**src/design/sfcr_pkg.sv**
```systemverilog
// sfcr_pkg: offsets, field positions, reset values and serial frame sizes of the
// synthesizer frequency-control register bank.
// assumes byte-wide registers behind a 15-bit serial register address.
package sfcr_pkg;

    localparam int ADDR_W     = 15;
    localparam int DATA_W     = 8;
    localparam int FRAME_BITS = 24;
    localparam int HDR_BITS   = 16;

    localparam logic [ADDR_W-1:0] ADDR_MAKER_LOW  = 15'h000c;
    localparam logic [ADDR_W-1:0] ADDR_MAKER_HIGH = 15'h000d;
    localparam logic [ADDR_W-1:0] ADDR_INT_LOW    = 15'h0010;
    localparam logic [ADDR_W-1:0] ADDR_INT_HIGH   = 15'h0011;
    localparam logic [ADDR_W-1:0] ADDR_FRAC1_B0   = 15'h0012;
    localparam logic [ADDR_W-1:0] ADDR_FRAC1_B1   = 15'h0013;
    localparam logic [ADDR_W-1:0] ADDR_FRAC1_B2   = 15'h0014;
    localparam logic [ADDR_W-1:0] ADDR_CORE_MODE  = 15'h0015;
    localparam logic [ADDR_W-1:0] ADDR_BAND_HIGH  = 15'h0016;
    localparam logic [ADDR_W-1:0] ADDR_FRAC2_B0   = 15'h0017;
    localparam logic [ADDR_W-1:0] ADDR_FRAC2_B1   = 15'h0018;
    localparam logic [ADDR_W-1:0] ADDR_FRAC2_B2   = 15'h0019;
    localparam logic [ADDR_W-1:0] ADDR_MOD_B0     = 15'h001a;
    localparam logic [ADDR_W-1:0] ADDR_MOD_B1     = 15'h001b;
    localparam logic [ADDR_W-1:0] ADDR_MOD_B2     = 15'h001c;
    localparam logic [ADDR_W-1:0] ADDR_LEAK_LOW   = 15'h001d;
    localparam logic [ADDR_W-1:0] ADDR_SYNC_LEAK  = 15'h001e;
    localparam logic [ADDR_W-1:0] ADDR_SYNC_PUMP  = 15'h001f;
    localparam logic [ADDR_W-1:0] ADDR_CAL_REF    = 15'h0020;
    localparam int                NUM_REGS        = 17;

    localparam logic [DATA_W-1:0] RST_INT_LOW = 8'h80;
    localparam logic [DATA_W-1:0] RST_CAL_REF = 8'h01;
    localparam logic [DATA_W-1:0] RST_ZERO    = 8'h00;

    // field positions inside their byte
    localparam int OUT_DIV_LSB   = 5;
    localparam int INVERT_BIT    = 4;
    localparam int INT_HIGH_MSB  = 3;
    localparam int BAND0_BIT     = 7;
    localparam int CORE_BIT      = 6;
    localparam int INT_MODE_BIT  = 2;
    localparam int POLARITY_BIT  = 1;
    localparam int FRAC_MSB_BIT  = 0;
    localparam int RESYNC_BIT    = 7;
    localparam int REF_RST_BIT   = 6;
    localparam int TIMED_BIT     = 5;
    localparam int LEAK_HIGH_MSB = 4;
    localparam int SOFTWARE_SYNC_REQUEST_BIT   = 7;
    localparam int LEAK_POL_BIT  = 5;
    localparam int LEAK_EN_BIT   = 4;
    localparam int PUMP_MSB      = 3;
    localparam int CAL_EN_BIT    = 7;
    localparam int DOUBLER_BIT   = 6;
    localparam int REF_DIV_MSB   = 5;

    typedef enum logic {SFCR_CAL_IDLE, SFCR_CAL_RUN} sfcr_cal_t;

    function automatic logic sfcr_in_bank(input logic [ADDR_W-1:0] a);
        return (a >= ADDR_INT_LOW) && (a <= ADDR_CAL_REF);
    endfunction : sfcr_in_bank

    function automatic logic [4:0] sfcr_index(input logic [ADDR_W-1:0] a);
        logic [ADDR_W-1:0] d;
        d = a - ADDR_INT_LOW;
        return d[4:0];
    endfunction : sfcr_index

    function automatic logic [DATA_W-1:0] sfcr_reset_value(input int i);
        if (i == 0) begin
            return RST_INT_LOW;
        end else if (i == NUM_REGS - 1) begin
            return RST_CAL_REF;
        end
        return RST_ZERO;
    endfunction : sfcr_reset_value

endpackage : sfcr_pkg

```
**src/design/sfcr_serial.sv**
```systemverilog
// sfcr_serial: four-wire serial register port, one byte per frame.
// assumes the serial clock and chip select are sampled on I_CLOCK and that each
// serial clock half period lasts at least two I_CLOCK cycles.
`timescale 1ns/100ps
module sfcr_serial
    import sfcr_pkg::*;
(
    input  wire logic              i_clock,
    input  wire logic              i_rst,
    input  wire logic              i_sclk,
    input  wire logic              i_cs_n,
    input  wire logic              i_sdi,
    input  wire logic [DATA_W-1:0] i_rdata,
    output logic                   o_sdo,
    output logic                   o_sdo_oe,
    output logic [ADDR_W-1:0]      o_addr,
    output logic [DATA_W-1:0]      o_wdata,
    output logic                   o_wr
);
    logic              sclk_q;
    logic [4:0]        count;
    logic [FRAME_BITS-2:0] shift_in;
    logic [DATA_W-1:0] shift_out;
    logic              is_read;
    logic              load_pend;

    wire rise      = i_sclk && !sclk_q && !i_cs_n;
    wire fall      = !i_sclk && sclk_q && !i_cs_n;
    wire hdr_last  = rise && (count == 5'(HDR_BITS - 1));
    wire data_last = rise && (count == 5'(FRAME_BITS - 1));

    always_ff @(posedge i_clock or posedge i_rst) begin
        if (i_rst) begin
            sclk_q <= 1'b0;
            count  <= 5'h00;
        end else begin
            sclk_q <= i_sclk;
            // bits after a full frame are ignored until chip select rises
            if (i_cs_n) begin
                count <= 5'h00;
            end else if (rise && count != 5'(FRAME_BITS)) begin
                count <= count + 5'h01;
            end
        end
    end

    always_ff @(posedge i_clock or posedge i_rst) begin
        if (i_rst) begin
            shift_in  <= '0;
            o_addr    <= '0;
            is_read   <= 1'b0;
            load_pend <= 1'b0;
        end else begin
            if (rise) begin
                shift_in <= {shift_in[FRAME_BITS-3:0], i_sdi};
            end
            load_pend <= hdr_last;
            if (hdr_last) begin
                is_read <= shift_in[HDR_BITS-2];
                o_addr  <= {shift_in[ADDR_W-2:0], i_sdi};
            end
        end
    end

    always_ff @(posedge i_clock or posedge i_rst) begin
        if (i_rst) begin
            o_wr    <= 1'b0;
            o_wdata <= '0;
        end else begin
            o_wr <= data_last && !is_read;
            if (data_last) begin
                o_wdata <= {shift_in[DATA_W-2:0], i_sdi};
            end
        end
    end

    // read data leaves on falling edges, first bit before the first data rise
    always_ff @(posedge i_clock or posedge i_rst) begin
        if (i_rst) begin
            shift_out <= '0;
        end else if (load_pend) begin
            shift_out <= i_rdata;
        end else if (fall && count > 5'(HDR_BITS)) begin
            shift_out <= {shift_out[DATA_W-2:0], 1'b0};
        end
    end

    assign o_sdo    = shift_out[DATA_W-1];
    assign o_sdo_oe = !i_cs_n && is_read && (count >= 5'(HDR_BITS)) && !load_pend;

endmodule : sfcr_serial

```
**src/design/sfcr_regs.sv**
```systemverilog
// sfcr_regs: frequency-control register bank of the synthesizer, reached over
// the four-wire serial register port; drives the loop controls as plain levels.
// assumes sync pin, reference tick and calibration done are synchronous to I_CLOCK.
// Operation
// - writing the low integer byte starts calibration when calibration is enabled
// - integer word is 12 bits: low byte plus low nibble of next; low resets 0x80
// - primary fraction is 25 bits: three bytes plus bit 0 of mode register
// - secondary fraction is 24 bits over three bytes, low byte first, resets zero
// - fraction modulus is 24 bits over three bytes, low byte first, resets zero
// - one inversion bit inverts both outputs together
// - with core override, manual bit picks core: 0 highest, 1 lowest frequency
// - with band override, a 9-bit manual band is used; bit 0 sits separately
// - a single detector polarity bit sets pump drive sense, reset 0
// - with reference reset enabled, software or pin sync resets reference divider
// - timed sync retimes the reset to the reference clock, else immediate
// - phase resync enable bit, reset 0, activates resync behaviour
// - leak current only when enabled; polarity bit; 13-bit magnitude split 8 plus 5
// - calibration enable resets to 0; calibration starts only when it is 1, and a run keeps going if it is cleared
// - reference divider is 6 bits, resets to 1; separate doubler enable bit
// - read-only 16-bit maker code over two bytes, upper at 0x00d; writes ignored
`timescale 1ns/100ps
module sfcr_regs
    import sfcr_pkg::*;
#(
    parameter logic [15:0] MAKER_CODE = 16'h5a3c,  // value is arbitrary
    parameter int          BANK_REGS  = NUM_REGS
)
(
    input  wire logic        I_CLOCK,
    input  wire logic        I_RST,
    input  wire logic        I_SCLK,
    input  wire logic        I_CS_N,
    input  wire logic        I_SDI,
    input  wire logic        I_SYNC,
    input  wire logic        I_REF_TICK,
    input  wire logic        I_CAL_DONE,
    input  wire logic        I_CORE_OVERRIDE,
    input  wire logic        I_BAND_OVERRIDE,
    output logic             O_SDO,
    output logic             O_SDO_OE,
    output logic [11:0]      O_INT_WORD,
    output logic [24:0]      O_PRIMARY_FRACTION,
    output logic [23:0]      O_SECONDARY_FRACTION,
    output logic [23:0]      O_FRACTION_MODULUS,
    output logic [2:0]       O_OUTPUT_DIVIDE_SELECT,
    output logic             O_RF1_INVERT,
    output logic             O_RF2_INVERT,
    output logic             O_INTEGER_MODE,
    output logic             O_DETECTOR_POLARITY,
    output logic             O_CORE_FORCE,
    output logic             O_CORE_SELECT,
    output logic             O_BAND_FORCE,
    output logic [8:0]       O_BAND_VALUE,
    output logic             O_LEAK_ENABLE,
    output logic             O_LEAK_SOURCE,
    output logic [12:0]      O_LEAK_MAGNITUDE,
    output logic [3:0]       O_PUMP_CURRENT_CODE,
    output logic             O_PHASE_RESYNC_EN,
    output logic             O_REF_RESET,
    output logic [5:0]       O_REFERENCE_DIVIDER,
    output logic             O_REFERENCE_DOUBLER_EN,
    output logic             O_CAL_START,
    output logic             O_CAL_BUSY,
    output logic [11:0]      O_CAL_WORD
);
    // the address decode is fixed to the register map, so no other bank size can work
    if (BANK_REGS != NUM_REGS) begin : g_bank_size
        $error("bank size must match the register map");
    end

    logic [DATA_W-1:0] bank [BANK_REGS];
    logic [ADDR_W-1:0] addr;
    logic [DATA_W-1:0] wdata;
    logic              wr;
    logic [DATA_W-1:0] rdata;
    sfcr_cal_t         cal_state;
    sfcr_cal_t         next_cal_state;

    sfcr_serial u_serial (
        .i_clock  (I_CLOCK),
        .i_rst    (I_RST),
        .i_sclk   (I_SCLK),
        .i_cs_n   (I_CS_N),
        .i_sdi    (I_SDI),
        .i_rdata  (rdata),
        .o_sdo    (O_SDO),
        .o_sdo_oe (O_SDO_OE),
        .o_addr   (addr),
        .o_wdata  (wdata),
        .o_wr     (wr)
    );

    wire       bank_hit = sfcr_in_bank(addr);
    wire [4:0] wr_index = sfcr_index(addr);
    wire       bank_wr  = wr && bank_hit;

    wire [7:0] r_int_low  = bank[sfcr_index(ADDR_INT_LOW)];
    wire [7:0] r_int_high = bank[sfcr_index(ADDR_INT_HIGH)];
    wire [7:0] r_core     = bank[sfcr_index(ADDR_CORE_MODE)];
    wire [7:0] r_band     = bank[sfcr_index(ADDR_BAND_HIGH)];
    wire [7:0] r_sync     = bank[sfcr_index(ADDR_SYNC_LEAK)];
    wire [7:0] r_pump     = bank[sfcr_index(ADDR_SYNC_PUMP)];
    wire [7:0] r_cal      = bank[sfcr_index(ADDR_CAL_REF)];

    wire cal_enable  = r_cal[CAL_EN_BIT];
    wire ref_rst_en  = r_sync[REF_RST_BIT];
    wire timed_sync  = r_sync[TIMED_BIT];
    wire software_sync_request     = r_pump[SOFTWARE_SYNC_REQUEST_BIT];
    wire leak_en     = r_pump[LEAK_EN_BIT];
    wire cal_trigger = wr && addr == ADDR_INT_LOW && cal_enable;
    wire sync_req    = ref_rst_en && (software_sync_request || I_SYNC);
    wire ref_reset_d = timed_sync ? (sync_req && I_REF_TICK) : sync_req;

    // maker code is not in the writable bank, so writes there fall through
    assign rdata = (addr == ADDR_MAKER_LOW)  ? MAKER_CODE[7:0] :
                   (addr == ADDR_MAKER_HIGH) ? MAKER_CODE[15:8] :
                   bank_hit                  ? bank[wr_index] : 8'h00;

    // reset values per register; the integer low byte and reference setup differ
    always_ff @(posedge I_CLOCK or posedge I_RST) begin
        if (I_RST) begin
            for (int i = 0; i < BANK_REGS; i++) begin
                bank[i] <= sfcr_reset_value(i);
            end
        end else if (bank_wr) begin
            bank[wr_index] <= wdata;
        end
    end

    assign O_INT_WORD = {r_int_high[INT_HIGH_MSB:0], r_int_low};
    assign O_PRIMARY_FRACTION = {r_core[FRAC_MSB_BIT], bank[sfcr_index(ADDR_FRAC1_B2)],
                                 bank[sfcr_index(ADDR_FRAC1_B1)],
                                 bank[sfcr_index(ADDR_FRAC1_B0)]};
    assign O_SECONDARY_FRACTION = {bank[sfcr_index(ADDR_FRAC2_B2)],
                                   bank[sfcr_index(ADDR_FRAC2_B1)],
                                   bank[sfcr_index(ADDR_FRAC2_B0)]};
    assign O_FRACTION_MODULUS = {bank[sfcr_index(ADDR_MOD_B2)],
                                 bank[sfcr_index(ADDR_MOD_B1)],
                                 bank[sfcr_index(ADDR_MOD_B0)]};
    assign O_OUTPUT_DIVIDE_SELECT = r_int_high[OUT_DIV_LSB+2:OUT_DIV_LSB];
    assign O_RF1_INVERT = r_int_high[INVERT_BIT];
    assign O_RF2_INVERT = r_int_high[INVERT_BIT];
    assign O_INTEGER_MODE = r_core[INT_MODE_BIT];
    assign O_DETECTOR_POLARITY = r_core[POLARITY_BIT];
    assign O_PHASE_RESYNC_EN = r_sync[RESYNC_BIT];
    assign O_REFERENCE_DIVIDER = r_cal[REF_DIV_MSB:0];
    assign O_REFERENCE_DOUBLER_EN = r_cal[DOUBLER_BIT];
    assign O_PUMP_CURRENT_CODE = r_pump[PUMP_MSB:0];
    assign O_CAL_BUSY = (cal_state == SFCR_CAL_RUN);

    // overrides and leak gating are registered so the analog side sees clean levels
    always_ff @(posedge I_CLOCK or posedge I_RST) begin
        if (I_RST) begin
            O_CORE_FORCE     <= 1'b0;
            O_CORE_SELECT    <= 1'b0;
            O_BAND_FORCE     <= 1'b0;
            O_BAND_VALUE     <= 9'h000;
            O_LEAK_ENABLE    <= 1'b0;
            O_LEAK_SOURCE    <= 1'b0;
            O_LEAK_MAGNITUDE <= 13'h0000;
            O_REF_RESET      <= 1'b0;
        end else begin
            O_CORE_FORCE  <= I_CORE_OVERRIDE;
            O_CORE_SELECT <= I_CORE_OVERRIDE && r_core[CORE_BIT];
            O_BAND_FORCE  <= I_BAND_OVERRIDE;
            O_BAND_VALUE  <= I_BAND_OVERRIDE ?
                             {bank[sfcr_index(ADDR_BAND_HIGH)], r_core[BAND0_BIT]} :
                             9'h000;
            O_LEAK_ENABLE <= leak_en;
            O_LEAK_SOURCE <= r_pump[LEAK_POL_BIT];
            O_LEAK_MAGNITUDE <= leak_en ?
                                {r_sync[LEAK_HIGH_MSB:0], bank[sfcr_index(ADDR_LEAK_LOW)]} :
                                13'h0000;
            O_REF_RESET <= ref_reset_d;
        end
    end

    // a new trigger while running restarts calibration and wins over done
    always_comb begin
        next_cal_state = cal_state;
        case (cal_state)
            SFCR_CAL_IDLE: begin
                if (cal_trigger) begin
                    next_cal_state = SFCR_CAL_RUN;
                end
            end
            SFCR_CAL_RUN: begin
                if (I_CAL_DONE && !cal_trigger) begin
                    next_cal_state = SFCR_CAL_IDLE;
                end
            end
            default: begin
                next_cal_state = SFCR_CAL_IDLE;
            end
        endcase
    end

    always_ff @(posedge I_CLOCK or posedge I_RST) begin
        if (I_RST) begin
            cal_state   <= SFCR_CAL_IDLE;
            O_CAL_START <= 1'b0;
            O_CAL_WORD  <= 12'h000;
        end else begin
            cal_state   <= next_cal_state;
            O_CAL_START <= cal_trigger;
            if (cal_trigger) begin
                // new low byte joins the nibble already held, giving a coherent word
                O_CAL_WORD <= {r_int_high[INT_HIGH_MSB:0], wdata};
            end
        end
    end
endmodule : sfcr_regs

```
**config.mk**
```make
export PLATFORM = sky130hd
export DESIGN_NAME = sfcr_regs
export DESIGN_NICKNAME = d
export VERILOG_FILES = /design/src/design/sfcr_pkg.sv /design/src/design/sfcr_serial.sv /design/src/design/sfcr_regs.sv
export SDC_FILE = /design/constraint.sdc
export NUM_CORES = 1
export LEC_CHECK = 0
export BUFFER_PORTS_ARGS = -buffer_cell sky130_fd_sc_hd__buf_2
export CELL_PAD_IN_SITES_DETAIL_PLACEMENT = 1
export CELL_PAD_IN_SITES_GLOBAL_PLACEMENT = 1
export CORE_ASPECT_RATIO = 0.9
export CORE_UTILIZATION = 44
export CTS_BUF_LIST = sky130_fd_sc_hd__clkbuf_4
export CTS_CLUSTER_SIZE = 12
export DETAILED_ROUTE_END_ITERATION = 6
export HOLD_SLACK_MARGIN = 0.08
export PLACE_DENSITY = 0.77
export SYNTH_ARGS = -nofsm -noshare
export SYNTH_HDL_FRONTEND = slang
export SYNTH_SLANG_ARGS = --single-unit
```
**constraint.sdc**
```tcl
create_clock -name I_CLOCK -period 7.9 [get_ports I_CLOCK]
set_input_delay 1.58 -clock I_CLOCK [delete_from_list [all_inputs] [get_ports I_CLOCK]]
set_output_delay 1.58 -clock I_CLOCK [all_outputs]
set_load 0.01 [all_outputs]
```
==> results of run 1 <==
[flip-flops by register name, indices dropped and copies added, names as in the netlist, 9 cells and up]
register	cells
O_BAND_VALUE	9
O_CAL_WORD	12
O_FRACTION_MODULUS	24
O_LEAK_MAGNITUDE	13
O_PRIMARY_FRACTION	24
O_SECONDARY_FRACTION	24
u_serial.o_addr	15
u_serial.shift_in	15
[metrics by stage]
step | setup WS, ns | cells
2_1_floorplan | 3.27 | 781
3_3_place_gp | 4.11 | 1102
3_5_place_dp | 4.02 | 1102
4_1_cts | 4.02 | 1219
5_1_grt | 4.00 | 1219
6_report | 4.04 | 1219
[final cells by class]
cell class / instances / area share
sequential: 233 / 0.487
tap: 308 / 0.0322
multi-input combinational: 389 / 0.335
clock inverter: 19 / 0.0109
clock buffer: 98 / 0.0614
inverter: 8 / 0.00282
timing repair buffer: 164 / 0.0710
[logic make-up after synthesis]
logic type,count (synthesis),synth area share
DFF,233,0.539
muxes,226,0.271
buffers and inverters,159,0.0915
and+or+nand+nor,113,0.0656
AOI/OAI and AO/OA,45,0.0284
adders and majority gates,3,0.00347
xor gates and xnor gates,2,0.00162
[routing by layer]
metal	routed length, um	up-vias	global-route usage
li1	-	2928	-
met2	13000	203	0.354
met1	12700	3499	0.324
met3	1630	52	0.0572
met5	0	-	0
met4	677	0	0.0927
[critical path, delay by kind of cell]
kind	cells	cell delay, ns
simple gates	1	0.36
buf+inv	2	0.34
[worst paths after layout]
| check | slack [ns] | startpoint | cells after the start | to |
|---|---|---|---|---|
| setup / recovery | 4.04 | I_CS_N | 3 | O_SDO_OE |
| hold / removal | 0.42 | r_pump[5] | 0 | O_LEAK_SOURCE |
| setup reg to reg | 4.71 | u_serial.o_addr[1] | 5 | O_CAL_WORD[10] |
| hold reg to reg | 0.42 | r_pump[5] | 0 | O_LEAK_SOURCE |
| max in group asynchronous | 5.22 | I_RST | 4 | O_SECONDARY_FRACTION[9] |
| min in group asynchronous | 0.98 | I_RST | 2 | O_SECONDARY_FRACTION[16] |
[layout by cell type (no fill, tap or decap), drive strengths merged, types with 2 or more instances in the layout]
cell type  instances
mux2i              5
and3               3
clkbuf            98
nor3               8
nand3b             2
buf              164
inv                9
nor2b              4
mux4              32
o21ai             11
nand4              7
dfstp              2
or4                5
and2              26
nor3b              3
nand2b             6
nor2              15
and4               3
nor4               6
o31ai              3
o22ai             10
a21oi              8
ha                 3
clkinvlp           2
nand3              8
mux2             189
a2bb2oi            2
nand2              7
nand4b             2
bufinv             2
clkinv            14
dfrtp            231
a21o               2
or3                3
[power by group]
group	internal [mW]	switching [mW]	leakage (nW)	total [mW]
logic	0.0229	0.0345	2.50	0.0574
clock network	0.634	0.519	0.514	1.15
registers	1.22	0.0242	3.21	1.24
total	1.87	0.578	6.22	2.45
==> impl.org, run 1 <==
** Run status
- The flow ran to the end, and the final reports show no timing, DRC or antenna violations.

** Global routing
- Number of antenna violations at the first check in global routing :: 0
- GRT Total Usage :: 0.234
- The first global-routing pass estimated 43900 um of wire.
- For this run the aggregate overflow at the end of global routing stands at 0.
- The number of global-route vias before repair is 7238.
- Entering global routing, the biggest net connects 166 pins.

** Placed design
- GPL Wtd Cong :: 0.823
- Post-DP HPWL :: 18100 um
- Input and output buffers added on the ports amount to 157.
- Total placed instance area :: 0.0111 sq mm

** Clocking
- Clock buffer count from CTS :: 66
- Clk sink count :: 233
- H-tree depth :: 3
- The tree is rooted in a clkbuf_4.
- PostCTS Resize Cnt :: 0
- TritonCTS built the clock tree.
- Clock insertion delay at the later pin of the skew report :: around 0.67 ns
- Clock-pin slew was measured on the worst setup and hold paths at around 0.07 ns.
- Hold-fix buffers, CTS :: 0
- Maximum number of buffers from clock root to sink :: 3
- Number of buffers added for setup after CTS :: 0

** Route
- In the routed layout, each cell is associated on average with a via count of 5.48.
- DRC Markers :: 0
- Total number of vias :: 6682
- In the final routed layout, each cell accounts on average for approximately 23 um.
- Once detail routing completed, the nets flagged for antenna violations numbered 0.
- The pre-antenna-repair detailed-routing pass consisted of 4 iterations.
- Routed wire length :: 28100 um
- Initial DRC Count :: 380

** Floorplanning
- From left edge to right edge, the die measures 167 um.
- In this run the count of I/O pins placed on the die edge is 158.
- Initial core utilization :: 0.448
- Row generation in the floorplan step produced 54 rows.
- The die is 151 um tall.
- The floorplan step defined a die boundary enclosing 0.0252 sq mm.
- Core area :: between 0.02 and 0.025 sq mm

** Synthesis
- In the synthesized netlist the async set-or-reset flop fraction comes to 1.00.
- For this run, the leading register cell type out of synthesis is dfrtp_1.
- Synthesis produced a netlist with a net count of between 700 and 800.
- Yosys printed 0 warnings.
- Synthesis inferred 233 register bits.
- Synthesis instantiated 58 different standard cells from the library.
- Synthesis produced 781 cells.
- In this run the cell area of the synthesized design comes to 0.0108 sq mm.
- In the post-synthesis netlist, the biggest area contributors are dfrtp_1, mux2_2, buf_4.
- Ranked by instance count, the synthesized netlist is headed by dfrtp_1, mux2_2, buf_4, mux4_2, clkbuf_1.
- Of the post-synthesis cell area, the dominant cell type holds 0.534.
- Library cell with the largest summed area after synthesis :: dfrtp_1
- Post-synthesis area per instance :: 13.9 sq um
- EDFF count, synth :: 0
- For this run, the register share of the synthesized area comes to 0.539.
- dfrtp_1 is the most common cell in the netlist.

** Critical path
- In this run the worst path has a maximum fanout of 7.
- Critical Path Source Type :: primary input
- The slowest stage of the critical path belongs to the cell nor4b_1.
- Critical Path RT :: between 6 and 7 ns
- Critical path arrival :: roughly 2.3 ns
- Most prevalent standard cell on the critical path :: buf_2
- In this design, the stage delay of the slowest critical-path cell is 0.36 ns.
- By startpoint and endpoint, the worst setup path is classified as primary input to primary output.
- The worst setup path is captured at a primary output.
- Walking the worst path, the cells encountered are buf_2 -> nor4b_1 -> buf_2.

** STA
- Final critical-path required period :: roughly 3.9 ns
- The count of endpoints failing hold in the final timing report came to 0.
- Clock skew on the completed layout was measured at roughly 0.045 ns.
- Worst hold slack :: 0.423 ns
- Setup violations remaining at the end of the flow were counted as 0.
- Sum of negative setup slack :: 0 ns
- For the pin with the worst max-slew slack, the measured transition is a little over 0.9 ns.
- The max-slew violation count came to 0.
- Maximum frequency from static timing analysis :: between 0.2 and 0.3 GHz
- In the finished design, the share of the clock period the worst path needs comes to 0.489.
- RSZ-0062 raised after global routing :: false
- In this run the tightest slew margin relative to its limit is 0.380.

** Final layout
- Post-layout utilization of the core :: 0.495
- Combined flip-flop and latch cell area :: between 0.005 and 0.006 sq mm
- Multi-input combinational cell area :: 0.00401 sq mm
- Layout net count :: 875
- Number of filler cells placed in the layout :: 2466
- Final std cell area, no fill :: 0.0120 sq mm
- In the final layout, the share of cells above drive strength 1 is 0.555.
- Antenna Diode Count :: 0
- Relative to the synthesized area, the layout overhead comes to 10.7%.

** Job
- The tool flagged a number of max-cap violations equal to 0.

** Power and ir drop
- Power Total :: 2.45 mW
- In this run the static leakage power is 6.22 nW.
- Dividing total power by cell area gives a power density of a little over 200 mW/mm^2.
- IR analysis of the VDD net gives a maximum drop of 0.0945 mV.

** Worst hold path
- Class of the tightest hold or removal check :: flop to flop
No activity file was read; power rests on OpenSTA's default activity.
==> inputs of run 2 (changes only) <==
--- a/config.mk
+++ b/config.mk
@@ -9,12 +9,12 @@
 export CELL_PAD_IN_SITES_DETAIL_PLACEMENT = 1
 export CELL_PAD_IN_SITES_GLOBAL_PLACEMENT = 1
 export CORE_ASPECT_RATIO = 0.9
-export CORE_UTILIZATION = 44
+export CORE_UTILIZATION = 49
 export CTS_BUF_LIST = sky130_fd_sc_hd__clkbuf_4
 export CTS_CLUSTER_SIZE = 12
 export DETAILED_ROUTE_END_ITERATION = 6
 export HOLD_SLACK_MARGIN = 0.08
-export PLACE_DENSITY = 0.77
+export PLACE_DENSITY = 0.82
 export SYNTH_ARGS = -nofsm -noshare
 export SYNTH_HDL_FRONTEND = slang
 export SYNTH_SLANG_ARGS = --single-unit
==> constraint.sdc (replaced) <==
create_clock -name I_CLOCK -period 3.74 [get_ports I_CLOCK]
set_input_delay 0.748 -clock I_CLOCK [delete_from_list [all_inputs] [get_ports I_CLOCK]]
set_output_delay 0.748 -clock I_CLOCK [all_outputs]
set_load 0.01 [all_outputs]
==> run 2 against run 1 <==
Compared with the run above: utilization grew 5.2 points; largest cell class unchanged; largest power group unchanged; hold slack worse by 0.21 ns; clock skew decreased by 0.0075 ns; sequential cell count did not move; count of clock-buffer cells in the layout fell by 9; non-clock buffer count up 4; via count shrank 0.54%; worst setup slack worse by 3.0 ns.
==> impl.org, run 2 (synthesis results as in run 1) <==
** STA
- Worst hold slack :: 0.209 ns (-0.214 ns)
- Number of endpoints with negative hold slack in the final report :: 0 (unchanged)
- Relative max-transition margin :: 0.412 (+0.0320)
- Of the available clock period, the critical path in the final layout requires 0.722.
- Worst slew pin tran :: 0.881 ns (-0.0429 ns)
- Sum of negative setup slack :: 0 ns (unchanged)
- Finish-stage setup viols :: 0 (unchanged)
- The max-slew violation count came to 0 (unchanged).
- Post-route worst setup slack :: 1.04 ns (-3.00 ns)
- Max Clock Skew :: 0.0373 ns (-0.00748 ns)
- RSZ-0062 raised after global routing :: false
- The smallest clock period supported by the final layout is computed as 2.70 ns.
- Timing would allow up to approximately 0.37 GHz.

** Final layout
- Compared with the post-synthesis result, the final layout area differs by 9.44%.
- Leaving out fill and tap cells, the most frequent cells in the layout are dfrtp_1, mux2_2, buf_2, clkbuf_4, mux4_2.
- The number of cells in the finished layout apart from fillers came to 1190 (-2.4%).
- Layout net count :: 872 (-0.34%)
- Leaving out fill and tap cells, the most frequent cell in the layout is dfrtp_1.
- Layout cells sized above 1 :: 0.551 (-0.00421)

** Placed design
- Post-DP HPWL :: 18400 um (+1.6%)
- The number of input and output port buffers inserted came to 157 (unchanged).
- The pre-CTS worst setup slack is 1.04 ns (-2.98 ns).
- GPL Wtd Cong :: 0.849 (+3.2%)
- Number of placed instances, taps included :: 1089 (-1.2%)

** Critical path
- The data arrival time of the worst path is 3.23 ns (+0.95 ns).
- Capturing instance or port of the critical path :: O_PRIMARY_FRACTION[15]
- Worst setup slack for register-to-register paths :: 1.04 ns (-3.67 ns)
- The worst register-to-register path ends at O_PRIMARY_FRACTION[15].
- The worst register-to-register path begins at u_serial.o_addr[9].
- Launching instance or port of the critical path :: u_serial.o_addr[9]
- Critical Path Source Type :: flop
- The worst reg2reg path depth is 5 (unchanged).
- Classification of the worst setup path :: flop to flop
- The worst setup path is captured at a flop.
- The maximum fanout along the worst path came to 9 (+2).
- Critical Path RT :: 4.27 ns (-2.05 ns)

** Global routing
- The number of antenna violations at the first check in global routing was 1 (+1).
- The global-route wire length before repair is 42700 um (-2.7%).
- Overflow left after global routing :: 0 (unchanged)
- The number of global-route vias before repair was 7308 (+0.97%).
- The pin count of the biggest net entering global routing was 100 (-40%).
- GRT Total Usage :: 0.253 (+0.0198)

** Route
- The routed wire length is 27000 um (-3.9%).
- Total number of vias :: 6646 (-0.54%)
- The average via count per standard cell came to 5.58 (+1.9%).
- DRC Markers :: 0 (unchanged)
- Initial DRC Count :: 335 (-12%)
- The wire length per cell after detailed routing is 22.7 um (-1.6%).
- First-pass iteration count of the detailed router :: 4 (unchanged)
- The count of nets left with antenna violations after detail routing is 0 (unchanged).

** Floorplanning
- Die width :: 159 um (-5.2%)
- Die ar. :: 0.0227 sq mm (-10%)
- The height of the chip was 143 um (-5.2%).
- The standard cell core area is 0.0216 sq mm (-11%).
- The boundary pin count was 158 (unchanged).
- # rows :: 51 (-5.6%)
- Initial core utilization :: 0.500 (+0.0529)

** Worst hold path
- In this run the worst hold path is classified as primary input to flop.

** Clocking
- Maximum number of buffers from clock root to sink :: 3 (unchanged)
- The clock-pin transition on the worst setup and hold timing paths was 0.06 ns (about the same).
- CTS tree :: yes
- Clk sink count :: 233 (unchanged)
- Hold-fix buffers, CTS :: 0 (unchanged)
- Clock insertion delay at the later pin of the skew report :: 0.67 ns (about the same)
- Number of buffers added for setup after CTS :: 0 (unchanged)
- The number of levels the H-tree was split into is 2 (-1).
- The post-cts gate resize count came to 0 (unchanged).
- The cell sitting at the root of the clock tree is a clkbuf_4.
- The number of buffers inserted during clock tree synthesis came to 59 (-11%).

** Power and ir drop
- Power Total :: 4.81 mW (+96%)
- Power density over the cells :: 406 mW/mm^2 (+98%)
- Leakage power summed over all cells :: 6.17 nW (-0.96%)
- Peak supply drop :: 0.239 mV (+150%)

** Run status
- Run status :: finished, final reports clean

** Job
- Total of max-cap violations :: 0 (unchanged)
## run 2: changes by cell type in the layout (fill, tap and decap cells not counted)
cell and delta:
bufinv_16 -2, clkbuf_4 -9, buf_12 +1, inv_2 -2, buf_4 +3, clkinvlp_4 -1, clkinv_2 -1, diode_2 +1
clkinv_1 -2
## run 2: worst max-delay path, stage by stage, from the launching register on
cell	delay, ns
dfrtp_1	0.38
nor4_1	0.37
and3_1	0.46
and4_1	0.37
nand4_1	0.52
mux2_2	0.48
## run 2: stage by stage
stage / util / instance area, sq um
2_1_floorplan: - / 10800
3_3_place_gp: 0.515 / 11100
3_5_place_dp: 0.515 / 11100
4_1_cts: 0.548 / 11800
5_1_grt: 0.548 / 11800
6_report: 0.548 / 11800
## run 2: layout make-up
cell class	instances	area (sq um)
Multi-Input combinational cell	389	4010
Antenna cell	1	2.50
Inverter	8	33.8
Fill cell	2202	9780
Tap cell	291	364
Clock inverter	11	42.5
Sequential cell	233	5840
Clock buffer	89	668
Timing Repair Buffer	168	893
## run 2: power by group
group	internal, mW	leakage [nW]	switching, mW	total [mW]
combinational	0.0507	2.53	0.0751	0.126
clock	1.07	0.429	0.990	2.06
sequential	2.57	3.21	0.0492	2.62
total	3.69	6.17	1.11	4.81
## run 2: worst min-delay path by stage
stage / from / to / cells after the start
3_3_place_gp: r_pump[5] / O_LEAK_SOURCE / 0
5_1_grt: I_SCLK / u_serial.sclk_q / 1
2_1_floorplan: r_pump[5] / O_LEAK_SOURCE / 0
3_5_place_dp: r_pump[5] / O_LEAK_SOURCE / 0
6_report: I_CORE_OVERRIDE / O_CORE_FORCE / 1
4_1_cts: I_CORE_OVERRIDE / O_CORE_FORCE / 1
## run 2: routing by layer
metal	up-vias	share of wire	wire (um)	track usage
li1	2889	-	-	-
met1	3464	0.43	11600	0.339
met2	232	0.48	12900	0.406
met3	61	0.061	1660	0.0546
met4	0	0.029	785	0.0946
met5	-	0	0	0
